--- config.mk ---
export PLATFORM = sky130hd
export DESIGN_NAME = dtc_top
export DESIGN_NICKNAME = d
export VERILOG_FILES = /design/src/rtl/dtc_pkg.sv /design/src/rtl/dtc_top.sv
export SDC_FILE = /design/constraint.sdc
export NUM_CORES = 1
export LEC_CHECK = 0
export BUFFER_PORTS_ARGS = -buffer_cell sky130_fd_sc_hd__buf_2
export CORE_UTILIZATION = 45
export DETAILED_ROUTE_END_ITERATION = 10
export PLACE_DENSITY = 0.7
export SLEW_MARGIN = 15
export SYNTH_ARGS = -nofsm -noshare
export SYNTH_HDL_FRONTEND = slang
export SYNTH_SLANG_ARGS = --single-unit
--- constraint.sdc ---
create_clock -name aclk -period 2.95 [get_ports aclk]
set_input_delay 0.4425 -clock aclk [delete_from_list [all_inputs] [get_ports aclk]]
set_output_delay 0.4425 -clock aclk [all_outputs]
set_load 0.02 [all_outputs]
--- src/rtl/dtc_pkg.sv ---
// constants for the dual timer/event counter block
package dtc_pkg;

    // ****************************************
    // bus geometry
    // ****************************************
    localparam int ADDR_W = 8;
    localparam int DATA_W = 32;
    localparam int IDX_W = 6;

    // ****************************************
    // register indices; byte address is index times four
    // ****************************************
    localparam logic [IDX_W-1:0] IDX_COUNT0_HIGH_BYTE = 6'h0C;
    localparam logic [IDX_W-1:0] IDX_COUNT0_LOW_BYTE = 6'h0D;
    localparam logic [IDX_W-1:0] IDX_COUNT0_CONTROL = 6'h0E;
    localparam logic [IDX_W-1:0] IDX_COUNT1_HIGH_BYTE = 6'h0F;
    localparam logic [IDX_W-1:0] IDX_COUNT1_LOW_BYTE = 6'h10;
    localparam logic [IDX_W-1:0] IDX_COUNT1_CONTROL = 6'h11;
    localparam logic [IDX_W-1:0] IDX_OVERFLOW_STATUS = 6'h12;

    // ****************************************
    // control register fields
    // ****************************************
    localparam int CTL_EDGE_BIT = 3;
    localparam int CTL_RUN_BIT = 4;
    localparam int CTL_MODE_LO = 6;
    localparam int CTL_MODE_HI = 7;

    // overflow status register: flags bits 1:0 (write one clears), enables bits 3:2
    localparam int ST_FLAG_LO = 0;
    localparam int ST_EN_LO = 2;

    typedef enum logic [1:0] {
        DTC_MODE_UNUSED = 2'b00,
        DTC_MODE_EVENT = 2'b01,
        DTC_MODE_TIMER = 2'b10,
        DTC_MODE_PULSE = 2'b11
    } dtc_mode_e;

    // ****************************************
    // counting
    // ****************************************
    localparam int INSTR_CLK_DIV = 4;
    localparam int PRESCALE_W = $clog2(INSTR_CLK_DIV);
    localparam int REF_CLK_HZ = 32768;
    localparam logic [15:0] COUNT_MAX = 16'hFFFF;

    localparam logic [1:0] RESP_OKAY = 2'b00;
    localparam logic [1:0] RESP_SLVERR = 2'b10;

endpackage : dtc_pkg

--- src/rtl/dtc_top.sv ---
// two 16-bit timer/event counters behind an AXI4-Lite register slave
// Notes on behaviour
// counter zero internal source: clock divided four
// counter one internal source: 32768Hz reference
// both counters sixteen-bit up counters, mode-selected clock
// low byte write fills holding buffer only
// high byte write loads preload with buffer
// high byte read latches low byte; read high first
// control bits 0-2 and 5 read zero
// control bit 4 runs or stops counter
// bits 7:6 select event, timer, pulse mode
// edge bit in event and timer modes: 0 rising, 1 falling edge
// event mode counts external pin edges
// pulse mode counts counter's internal source
// overflow reloads preload and sets flag together
// pulse: start on edge, stop returning, clear run
// one pulse measured; rerun needs run set again
// pulse start needs transition, not level
// overflow during pulse reloads, flags, keeps measuring
// event and timer modes never self-clear run
// overflow produces a wake-up pulse
// cleared enable blocks interrupt service request
// preload write while stopped also loads counter
// preload write while running touches preload only
// edge select sits at control bit 3
//
// Design decision made here: the AXI4-Lite interface to the registers.
`timescale 1ns/1ns
module dtc_top (
    input wire logic aclk,
    input wire logic aresetn,
    input wire logic [dtc_pkg::ADDR_W-1:0] s_axi_awaddr,
    input wire logic s_axi_awvalid,
    output logic s_axi_awready,
    input wire logic [dtc_pkg::DATA_W-1:0] s_axi_wdata,
    input wire logic [3:0] s_axi_wstrb,
    input wire logic s_axi_wvalid,
    output logic s_axi_wready,
    output logic [1:0] s_axi_bresp,
    output logic s_axi_bvalid,
    input wire logic s_axi_bready,
    input wire logic [dtc_pkg::ADDR_W-1:0] s_axi_araddr,
    input wire logic s_axi_arvalid,
    output logic s_axi_arready,
    output logic [dtc_pkg::DATA_W-1:0] s_axi_rdata,
    output logic [1:0] s_axi_rresp,
    output logic s_axi_rvalid,
    input wire logic s_axi_rready,
    input wire logic counter_zero_input_pin,
    input wire logic counter_one_shared_input_pin,
    input wire logic ref_clk_32k,
    output logic [1:0] overflow_service_request,
    output logic wake_up
);
    import dtc_pkg::*;

    // ****************************************
    // write channel
    // ****************************************
    logic aw_full_q;
    logic w_full_q;
    logic [IDX_W-1:0] wr_idx_q;
    logic [7:0] wr_byte_q;
    logic wr_lane_q;
    logic awready_q;
    logic wready_q;
    logic bvalid_q;
    logic [1:0] bresp_q;
    logic wr_fire;
    logic wr_mapped;

    assign wr_fire = aw_full_q & w_full_q & ~bvalid_q;

    always_comb begin
        case (wr_idx_q)
            IDX_COUNT0_HIGH_BYTE, IDX_COUNT0_LOW_BYTE, IDX_COUNT0_CONTROL,
            IDX_COUNT1_HIGH_BYTE, IDX_COUNT1_LOW_BYTE, IDX_COUNT1_CONTROL,
            IDX_OVERFLOW_STATUS: wr_mapped = 1'b1;
            default: wr_mapped = 1'b0;
        endcase
    end

    // address and data are taken in either order; each is held until the write fires
    always_ff @(posedge aclk) begin
        if (!aresetn) begin
            aw_full_q <= 1'b0;
            w_full_q <= 1'b0;
            wr_idx_q <= '0;
            wr_byte_q <= '0;
            wr_lane_q <= 1'b0;
            awready_q <= 1'b1;
            wready_q <= 1'b1;
            bvalid_q <= 1'b0;
            bresp_q <= RESP_OKAY;
        end else begin
            if (s_axi_awvalid && awready_q) begin
                aw_full_q <= 1'b1;
                awready_q <= 1'b0;
                wr_idx_q <= s_axi_awaddr[ADDR_W-1:2];
            end
            if (s_axi_wvalid && wready_q) begin
                w_full_q <= 1'b1;
                wready_q <= 1'b0;
                wr_byte_q <= s_axi_wdata[7:0];
                wr_lane_q <= s_axi_wstrb[0];
            end
            if (wr_fire) begin
                aw_full_q <= 1'b0;
                w_full_q <= 1'b0;
                bvalid_q <= 1'b1;
                bresp_q <= wr_mapped ? RESP_OKAY : RESP_SLVERR;
            end
            if (bvalid_q && s_axi_bready) begin
                bvalid_q <= 1'b0;
                awready_q <= 1'b1;
                wready_q <= 1'b1;
            end
        end
    end

    // registers change only when the low byte lane is strobed
    logic wr_en;
    assign wr_en = wr_fire & wr_lane_q;

    // ****************************************
    // read channel
    // ****************************************
    logic arready_q;
    logic rvalid_q;
    logic [DATA_W-1:0] rdata_q;
    logic [1:0] rresp_q;
    logic rd_fire;
    logic [IDX_W-1:0] rd_idx;
    logic [7:0] rd_byte;
    logic rd_mapped;

    assign rd_fire = s_axi_arvalid & arready_q;
    assign rd_idx = s_axi_araddr[ADDR_W-1:2];

    // per-counter state, one element per counter
    logic [15:0] count_q [2];
    logic [15:0] preload_q [2];
    logic [7:0] lowbuf_q [2];
    logic [1:0] mode_q [2];
    logic run_q [2];
    logic edge_q [2];
    logic [1:0] flag_q;
    logic [1:0] enable_q;
    logic [1:0] ovf;

    function automatic logic [7:0] ctl_image(input logic [1:0] mode, input logic run,
                                             input logic edge_sel);
        logic [7:0] v;
        v = 8'h00;
        v[CTL_MODE_HI:CTL_MODE_LO] = mode;
        v[CTL_RUN_BIT] = run;
        v[CTL_EDGE_BIT] = edge_sel;
        return v;
    endfunction : ctl_image

    always_comb begin
        rd_byte = 8'h00;
        rd_mapped = 1'b1;
        case (rd_idx)
            IDX_COUNT0_HIGH_BYTE: rd_byte = count_q[0][15:8];
            IDX_COUNT0_LOW_BYTE: rd_byte = lowbuf_q[0];
            IDX_COUNT0_CONTROL: rd_byte = ctl_image(mode_q[0], run_q[0], edge_q[0]);
            IDX_COUNT1_HIGH_BYTE: rd_byte = count_q[1][15:8];
            IDX_COUNT1_LOW_BYTE: rd_byte = lowbuf_q[1];
            IDX_COUNT1_CONTROL: rd_byte = ctl_image(mode_q[1], run_q[1], edge_q[1]);
            IDX_OVERFLOW_STATUS: begin
                rd_byte[ST_FLAG_LO +: 2] = flag_q;
                rd_byte[ST_EN_LO +: 2] = enable_q;
            end
            default: rd_mapped = 1'b0;
        endcase
    end

    always_ff @(posedge aclk) begin
        if (!aresetn) begin
            arready_q <= 1'b1;
            rvalid_q <= 1'b0;
            rdata_q <= '0;
            rresp_q <= RESP_OKAY;
        end else begin
            if (rd_fire) begin
                arready_q <= 1'b0;
                rvalid_q <= 1'b1;
                rdata_q <= {24'h000000, rd_byte};
                rresp_q <= rd_mapped ? RESP_OKAY : RESP_SLVERR;
            end
            if (rvalid_q && s_axi_rready) begin
                rvalid_q <= 1'b0;
                arready_q <= 1'b1;
            end
        end
    end

    // ****************************************
    // clock sources and pin synchronisers
    // ****************************************
    logic [PRESCALE_W-1:0] prescale_q;

    always_ff @(posedge aclk) begin
        if (!aresetn) begin
            prescale_q <= '0;
        end else begin
            prescale_q <= prescale_q + 1'b1;
        end
    end

    // inputs: [0] counter zero pin, [1] counter one pin, [2] reference clock
    logic [2:0] in_raw;
    logic [2:0] in_meta_q;
    logic [2:0] in_sync_q;
    logic [2:0] in_prev_q;

    assign in_raw = {ref_clk_32k, counter_one_shared_input_pin, counter_zero_input_pin};

    always_ff @(posedge aclk) begin
        if (!aresetn) begin
            in_meta_q <= '0;
            in_sync_q <= '0;
            in_prev_q <= '0;
        end else begin
            in_meta_q <= in_raw;
            in_sync_q <= in_meta_q;
            in_prev_q <= in_sync_q;
        end
    end

    // internal source level: instruction clock for zero, reference for one
    logic [1:0] src_lvl;
    logic [1:0] src_prev_q;

    assign src_lvl[0] = prescale_q[PRESCALE_W-1];
    assign src_lvl[1] = in_sync_q[2];

    always_ff @(posedge aclk) begin
        if (!aresetn) begin
            src_prev_q <= '0;
        end else begin
            src_prev_q <= src_lvl;
        end
    end

    // ****************************************
    // counters
    // ****************************************
    genvar gi;
    generate
        for (gi = 0; gi < 2; gi++) begin : g_ctr
            localparam logic [IDX_W-1:0] IDX_HI = (gi == 0) ? IDX_COUNT0_HIGH_BYTE
                                                            : IDX_COUNT1_HIGH_BYTE;
            localparam logic [IDX_W-1:0] IDX_LO = (gi == 0) ? IDX_COUNT0_LOW_BYTE
                                                            : IDX_COUNT1_LOW_BYTE;
            localparam logic [IDX_W-1:0] IDX_CT = (gi == 0) ? IDX_COUNT0_CONTROL
                                                            : IDX_COUNT1_CONTROL;
            logic pin_rise;
            logic pin_fall;
            logic src_rise;
            logic src_fall;
            logic sel_pin_edge;
            logic sel_src_edge;
            logic pw_active_q;
            logic pw_start;
            logic pw_stop;
            logic tick;
            logic wr_hi;
            logic wr_lo;
            logic wr_ct;
            logic [15:0] new_preload;

            assign pin_rise = in_sync_q[gi] & ~in_prev_q[gi];
            assign pin_fall = ~in_sync_q[gi] & in_prev_q[gi];
            assign src_rise = src_lvl[gi] & ~src_prev_q[gi];
            assign src_fall = ~src_lvl[gi] & src_prev_q[gi];
            assign sel_pin_edge = edge_q[gi] ? pin_fall : pin_rise;
            assign sel_src_edge = edge_q[gi] ? src_fall : src_rise;

            assign wr_hi = wr_en & (wr_idx_q == IDX_HI);
            assign wr_lo = wr_en & (wr_idx_q == IDX_LO);
            assign wr_ct = wr_en & (wr_idx_q == IDX_CT);
            assign new_preload = {wr_byte_q, lowbuf_q[gi]};

            // pulse mode: edge bit 1 measures high level, 0 measures low level
            assign pw_start = (mode_q[gi] == DTC_MODE_PULSE) & run_q[gi] & ~pw_active_q
                              & (edge_q[gi] ? pin_rise : pin_fall);
            assign pw_stop = pw_active_q & (edge_q[gi] ? pin_fall : pin_rise);

            always_comb begin
                tick = 1'b0;
                if (run_q[gi]) begin
                    case (mode_q[gi])
                        DTC_MODE_EVENT: tick = sel_pin_edge;
                        DTC_MODE_TIMER: tick = sel_src_edge;
                        DTC_MODE_PULSE: tick = pw_active_q & ~pw_stop & src_rise;
                        default: tick = 1'b0;
                    endcase
                end
            end

            assign ovf[gi] = tick & (count_q[gi] == COUNT_MAX);

            // write of the low byte wins over a high-byte read landing in the same cycle
            always_ff @(posedge aclk) begin
                if (!aresetn) begin
                    lowbuf_q[gi] <= '0;
                end else if (wr_lo) begin
                    lowbuf_q[gi] <= wr_byte_q;
                end else if (rd_fire && rd_idx == IDX_HI) begin
                    lowbuf_q[gi] <= count_q[gi][7:0];
                end
            end

            always_ff @(posedge aclk) begin
                if (!aresetn) begin
                    preload_q[gi] <= '0;
                end else if (wr_hi) begin
                    preload_q[gi] <= new_preload;
                end
            end

            always_ff @(posedge aclk) begin
                if (!aresetn) begin
                    count_q[gi] <= '0;
                end else if (wr_hi && !run_q[gi]) begin
                    count_q[gi] <= new_preload;
                end else if (ovf[gi]) begin
                    count_q[gi] <= preload_q[gi];
                end else if (tick) begin
                    count_q[gi] <= count_q[gi] + 16'h0001;
                end
            end

            always_ff @(posedge aclk) begin
                if (!aresetn) begin
                    mode_q[gi] <= DTC_MODE_UNUSED;
                    edge_q[gi] <= 1'b0;
                end else if (wr_ct) begin
                    mode_q[gi] <= wr_byte_q[CTL_MODE_HI:CTL_MODE_LO];
                    edge_q[gi] <= wr_byte_q[CTL_EDGE_BIT];
                end
            end

            // a software set of run beats the end-of-pulse clear in the same cycle
            always_ff @(posedge aclk) begin
                if (!aresetn) begin
                    run_q[gi] <= 1'b0;
                end else if (wr_ct) begin
                    run_q[gi] <= wr_byte_q[CTL_RUN_BIT];
                end else if (pw_stop) begin
                    run_q[gi] <= 1'b0;
                end
            end

            // the measurement stays armed only while run is set in pulse mode
            always_ff @(posedge aclk) begin
                if (!aresetn) begin
                    pw_active_q <= 1'b0;
                end else if (!run_q[gi] || mode_q[gi] != DTC_MODE_PULSE) begin
                    pw_active_q <= 1'b0;
                end else if (pw_stop) begin
                    pw_active_q <= 1'b0;
                end else if (pw_start) begin
                    pw_active_q <= 1'b1;
                end
            end
        end
    endgenerate

    // ****************************************
    // overflow flags, enables and outputs
    // ****************************************
    logic [1:0] flag_clr;
    logic st_wr;

    assign st_wr = wr_en & (wr_idx_q == IDX_OVERFLOW_STATUS);
    assign flag_clr = st_wr ? wr_byte_q[ST_FLAG_LO +: 2] : 2'b00;

    // overflow in the clearing cycle keeps the flag set
    always_ff @(posedge aclk) begin
        if (!aresetn) begin
            flag_q <= 2'b00;
        end else begin
            flag_q <= (flag_q & ~flag_clr) | ovf;
        end
    end

    always_ff @(posedge aclk) begin
        if (!aresetn) begin
            enable_q <= 2'b00;
        end else if (st_wr) begin
            enable_q <= wr_byte_q[ST_EN_LO +: 2];
        end
    end

    logic [1:0] service_q;
    logic wake_q;

    always_ff @(posedge aclk) begin
        if (!aresetn) begin
            service_q <= 2'b00;
            wake_q <= 1'b0;
        end else begin
            service_q <= flag_q & enable_q;
            wake_q <= |ovf;
        end
    end

    assign overflow_service_request = service_q;
    assign wake_up = wake_q;
    assign s_axi_awready = awready_q;
    assign s_axi_wready = wready_q;
    assign s_axi_bvalid = bvalid_q;
    assign s_axi_bresp = bresp_q;
    assign s_axi_arready = arready_q;
    assign s_axi_rvalid = rvalid_q;
    assign s_axi_rdata = rdata_q;
    assign s_axi_rresp = rresp_q;

endmodule : dtc_top

# == After elaboration in Yosys (flattened, before gate mapping) ==
# Memory sizes are Yosys's and may differ from the RTL's.
# Index checks and enable logic that the tools add are counted.
# Widths: inputs -> output; s select.
# word_totals
regBits,55
ram_bits,88
inputBits,62
output_inout_bits,44
word_cells,244
n_memories,6
# op_classes
addsub,3
n_eq_ne,24
muxes,96
bitwise,71
n_reduce_logical,20
# mem_list
name,depth,width,read_ports,rd_clocked_by_memory_dff,write_ports,line_no,source
count_q,2,16,2,0,2,dtc_top.sv:141,logic [15:0] count_q [2];
preload_q,2,16,2,0,2,dtc_top.sv:142,logic [15:0] preload_q [2];
lowbuf_q,2,8,2,0,2,dtc_top.sv:143,logic [7:0] lowbuf_q [2];
mode_q,2,2,2,0,2,dtc_top.sv:144,logic [1:0] mode_q [2];
edge_q,2,1,2,0,2,dtc_top.sv:146,logic edge_q [2];
run_q,2,1,2,0,2,dtc_top.sv:145,logic run_q [2];
# op_table
op,count
$mux 16,8
$mux 1,75
$eq 6x4->1 const B,8
$eq 6x5->1 const B,6
$and 1x1->1,33
$add 16x1->16 const B,2
$eq 16x16->1 const B,2
$mux 8,4
$pmux 4 s7,1
$pmux 4 s6,1
$or 1x1->1,20
$not 1->1,14
$reduce_or 7->1,2
$mux 2,5
$eq 2x2->1 const B,4
$logic_and 1x1->1,8
$reduce_or 2->1,4
$pmux 1 s3,2
$reduce_or 3->1,2
$and 2x2->2,2
$eq 2x1->1 const B,2
$ne 2x2->1 const B,2
$add 2x1->2 const B,1
$logic_not 1->1,2
other kinds (3),4

# == Logic depth before layout (Yosys ltp) ==
# logic_depth
word_depth,16
ltp_mapped,8
mapped_depth_nobuf,6

# == Worst setup path after synthesis ==
# No wires, ideal clock.
# synth_path
path_type,register -> register
startpoint,"register bvalid_q, in the netlist s_axi_bvalid"
endpoint,memory preload_q[0][0] (enable)
setup_time_ns,0.414
t_arrival_ns,2.205
required_ns,2.536
path_slack_ns,0.331
path_stages_with_launch,5
n_path_buf,1
synth_period_minus_slack_ns,2.619
cell_sequence,dfxtp_1 and3b_1 buf_2 nand3_1 o31ai_1
# synth_lines
element,line_no,source
from (decl),dtc_top.sv:67,logic bvalid_q;
from (signal assigned),dtc_top.sv:93,bvalid_q <= 1'b0;
from (signal assigned),dtc_top.sv:110,bvalid_q <= 1'b1;
from (signal assigned),dtc_top.sv:114,bvalid_q <= 1'b0;
to (decl),dtc_top.sv:142,

==> flow_summary.rst <==
.. list-table::
   :header-rows: 1

   * - Metric
     - Value
   * - Max capacitance violation total
     - 0
   * - Share of cells above drive strength 1
     - between 15 and 20%
   * - Maximum operating frequency
     - 408 MHz
   * - Hold-fix buffers at CTS
     - 0
   * - Number of placed I/O pins
     - 106
   * - Vias per Instance
     - approximately 5.7
   * - Post-synthesis instance area
     - 7170 um2
   * - TritonCTS clock tree
     - built
   * - DR iter-0 viols
     - between 600 and 700
   * - Area enclosed by the die boundary
     - between 15000 and 20000 um2
   * - Lkg Pwr
     - 0.00304 uW
   * - Floorplan die width
     - ~130 um
   * - Core area
     - about 15000 um2
   * - Count of unique library cells instantiated by Yosys
     - 72
   * - Final Slew Violations
     - 0
   * - Filler cells
     - 1358
   * - Cell type with the highest aggregate area in the netlist
     - edfxtp_1
   * - Final number of setup-violating endpoints
     - 0
   * - Post-CTS setup buffers
     - 0
   * - Net count of the finished layout
     - around 800
   * - Worst min-delay path class
     - in -> reg
   * - Most numerous cell in the Yosys netlist
     - edfxtp_1
   * - Post-DRT Antenna Nets
     - 0
   * - Routability-driven placement congestion ratio
     - about 0.9
   * - Initial DRT Pass Iterations
     - 6
   * - Largest net degree at the start of global routing
     - 32
   * - Total power consumption of the routed design
     - roughly 4600 uW
   * - Area share of the largest cell type after synthesis
     - 36.0%
   * - Starting density of the core
     - 46.7%
   * - Buffer cell driving the clock tree root
     - clkbuf_16
   * - Routed WL
     - 18200 um
   * - Filler-free cell count of the finished design
     - a little under 1000
   * - Endpoint type of the worst setup path
     - register
   * - Final routed DRC violation total
     - 0
   * - Final global-route overflow total
     - 0
   * - Fin Clk Skew
     - 0.00781 ns
   * - Flop and latch count out of synthesis
     - 141
   * - Average cell area after synthesis
     - between 10 and 15 um2
   * - Status
     - finished, final reports clean
   * - CTS Buf Count
     - 17
   * - Proportion of synthesized flip-flops having asynchronous set or reset
     - 0%
   * - Hpwl dp
     - ~13000 um
   * - Aggregate negative setup slack
     - 0 ns
   * - Sequential fraction of the synthesis area
     - roughly half
   * - Clock slew at reported path FFs
     - 0.06 ns
   * - Number of instances in the placed design
     - between 900 and 1000
   * - Fin. Hold Viols
     - 0
   * - Gate Count Post-Synth
     - 691
   * - Antenna Cells
     - 0
   * - Number of input and output port buffers inserted
     - 48
   * - Vias in the first global route
     - 5315
   * - Share of the clock period used by the worst path
     - between 80% and 90%
   * - Number of antenna violations at the first check in global routing
     - 0
   * - Layout area overhead
     - 13.3%
   * - Main flop type after synthesis
     - edfxtp_1
   * - Endpoint required time on the critical path
     - a little over 3 ns
   * - H-tree depth reported by CTS
     - 4
   * - Minimum setup slack after placement
     - 0.394 ns
   * - Number of enable flip-flop cells after synthesis
     - 86
   * - Minimum clock period
     - 2.45 ns
   * - Clock Sinks
     - 141
   * - CTS-repair resized insts
     - 0
   * - Critical path launch point type
     - register
   * - Final routed wire length divided by cell count
     - between 15 and 20 um
   * - Clock latency at the later pin of the worst-skew pair
     - roughly 0.43 ns
   * - RSZ-0062 raised after global routing
     - false
   * - Top cells by count, synth
     - 86 x edfxtp_1, 83 x nand2_1, 55 x dfxtp_1
   * - CTS Buffer Depth
     - 2
   * - Largest fanout of any net on the critical path
     - 9
   * - Arrival @ worst endpoint
     - 2.58 ns
   * - Power per cell area
     - about 570 nW/um2
   * - Maximum VDD drop
     - just under 400 uV
   * - Total track usage
     - about a quarter
   * - Overall via count from detail_route
     - 5523
   * - Die Y-Extent
     - 128 um
   * - Ranking of synthesized cells by area
     - edfxtp_1 36%, dfxtp_1 15%, nand2_1 4.3%
   * - Post-route core utilization
     - between 50% and 60%
   * - Global-route wire length before repair
     - 29100 um
   * - Number of warning messages in the yosys log
     - 0
   * - Headroom to the max-slew limit
     - between 40% and 50%
   * - Transition time of the tightest slew-check pin
     - 0.810 ns
   * - CP Class
     - reg -> reg
   * - Post-layout worst setup margin
     - 0.499 ns
   * - Row cnt
     - 45
[layer usage]
metal	up-vias	track usage [%]	wire [um]
met5	-	0	0
met2	267	38.2	8620
met4	0	8.72	371
li1	2579	-	-
met3	35	4.05	1380
met1	2642	31.9	7780
[power by group]
| group | internal (uW) | switching [uW] | total (uW) |
|---|---|---|---|
| Sequential | 2160 | 96.0 | 2260 |
| Combinational | 95.6 | 179 | 275 |
| Clock | 1290 | 820 | 2110 |
[registers in the layout, indices dropped and copies added, names as in the netlist, 2 cells and up]
register / count
run_q: 2
in_prev_q: 2
prescale_q: 2
g_ctr.pw_active_q: 2
flag_q: 2
wr_idx_q: 6
mode_q: 4
preload_q: 32
src_prev_q: 2
enable_q: 2
in_sync_q: 3
wr_byte_q: 8
in_meta_q: 3
lowbuf_q: 16
overflow_service_request: 2
count_q: 32
edge_q: 2
s_axi_rdata: 8
[area by class of cell]
class	count	area (um2)	share of cell area, %
clock buffers	25	548	6.75
clock inverters	7	47.5	0.585
inverters	13	48.8	0.601
multi-input cells	503	3190	39.3
flip-flops and latches	141	3680	45.4
well taps	211	264	3.25
repair buffers	61	338	4.16
[cell usage in the layout (no fill, tap or decap), types with 17 or more instances in the layout]
cell type  synthesis  layout
nor2_1            34      34
a22o_1            17      17
mux2i_1           17      17
and2_1            46      46
buf_2              8      48
clkbuf_16          0      19
o21ai_0           34      33
nand3_1           25      25
edfxtp_1          86      86
conb_1             1      26
dfxtp_1           55      55
a21oi_1           33      33
nand2_1           83      83
[worst max-delay path, stage by stage, from the launching register on]
cell	delay, ns
dfxtp_1	0.33
nor4b_1	0.44
nand3_1	0.33
nor3_2	0.40
nor4_4	0.14
or3_1	0.50
[cells by family after synthesis]
family | synth area share (%)
simple gates | 21.8
compound gates | 14.1
flops | 51.4
buf+inv | 5.50
mux | 3.94
xor+xnor | 2.56
fa+ha+maj | 0.628
other cells | 0.0523
[path summary, 6_finish.rpt]
path | from | end | slack (ns) | depth (start not counted)
setup / recovery | wr_idx_q[3]$_SDFFE_PN0P_ | lowbuf_q[1][1]$_SDFFCE_PN0P_ | 0.50 | 5
hold / removal | ref_clk_32k | in_meta_q[2]$_SDFF_PN0_ | 0.22 | 2
setup reg to reg | wr_idx_q[3]$_SDFFE_PN0P_ | lowbuf_q[1][1]$_SDFFCE_PN0P_ | 0.50 | 5
hold reg to reg | in_meta_q[0]$_SDFF_PN0_ | in_sync_q[0]$_SDFF_PN0_ | 0.43 | 1
[stage by stage]
step | instance area, um2 | hold slack [ns]
final | 8120 | 0.219
after global routing | 8120 | 0.219
after floorplan | 7260 | 0.412
after global placement | 7530 | 0.415
after detailed placement | 7530 | 0.422
after CTS | 8120 | 0.213
No activity file was read; power rests on OpenSTA's default activity.
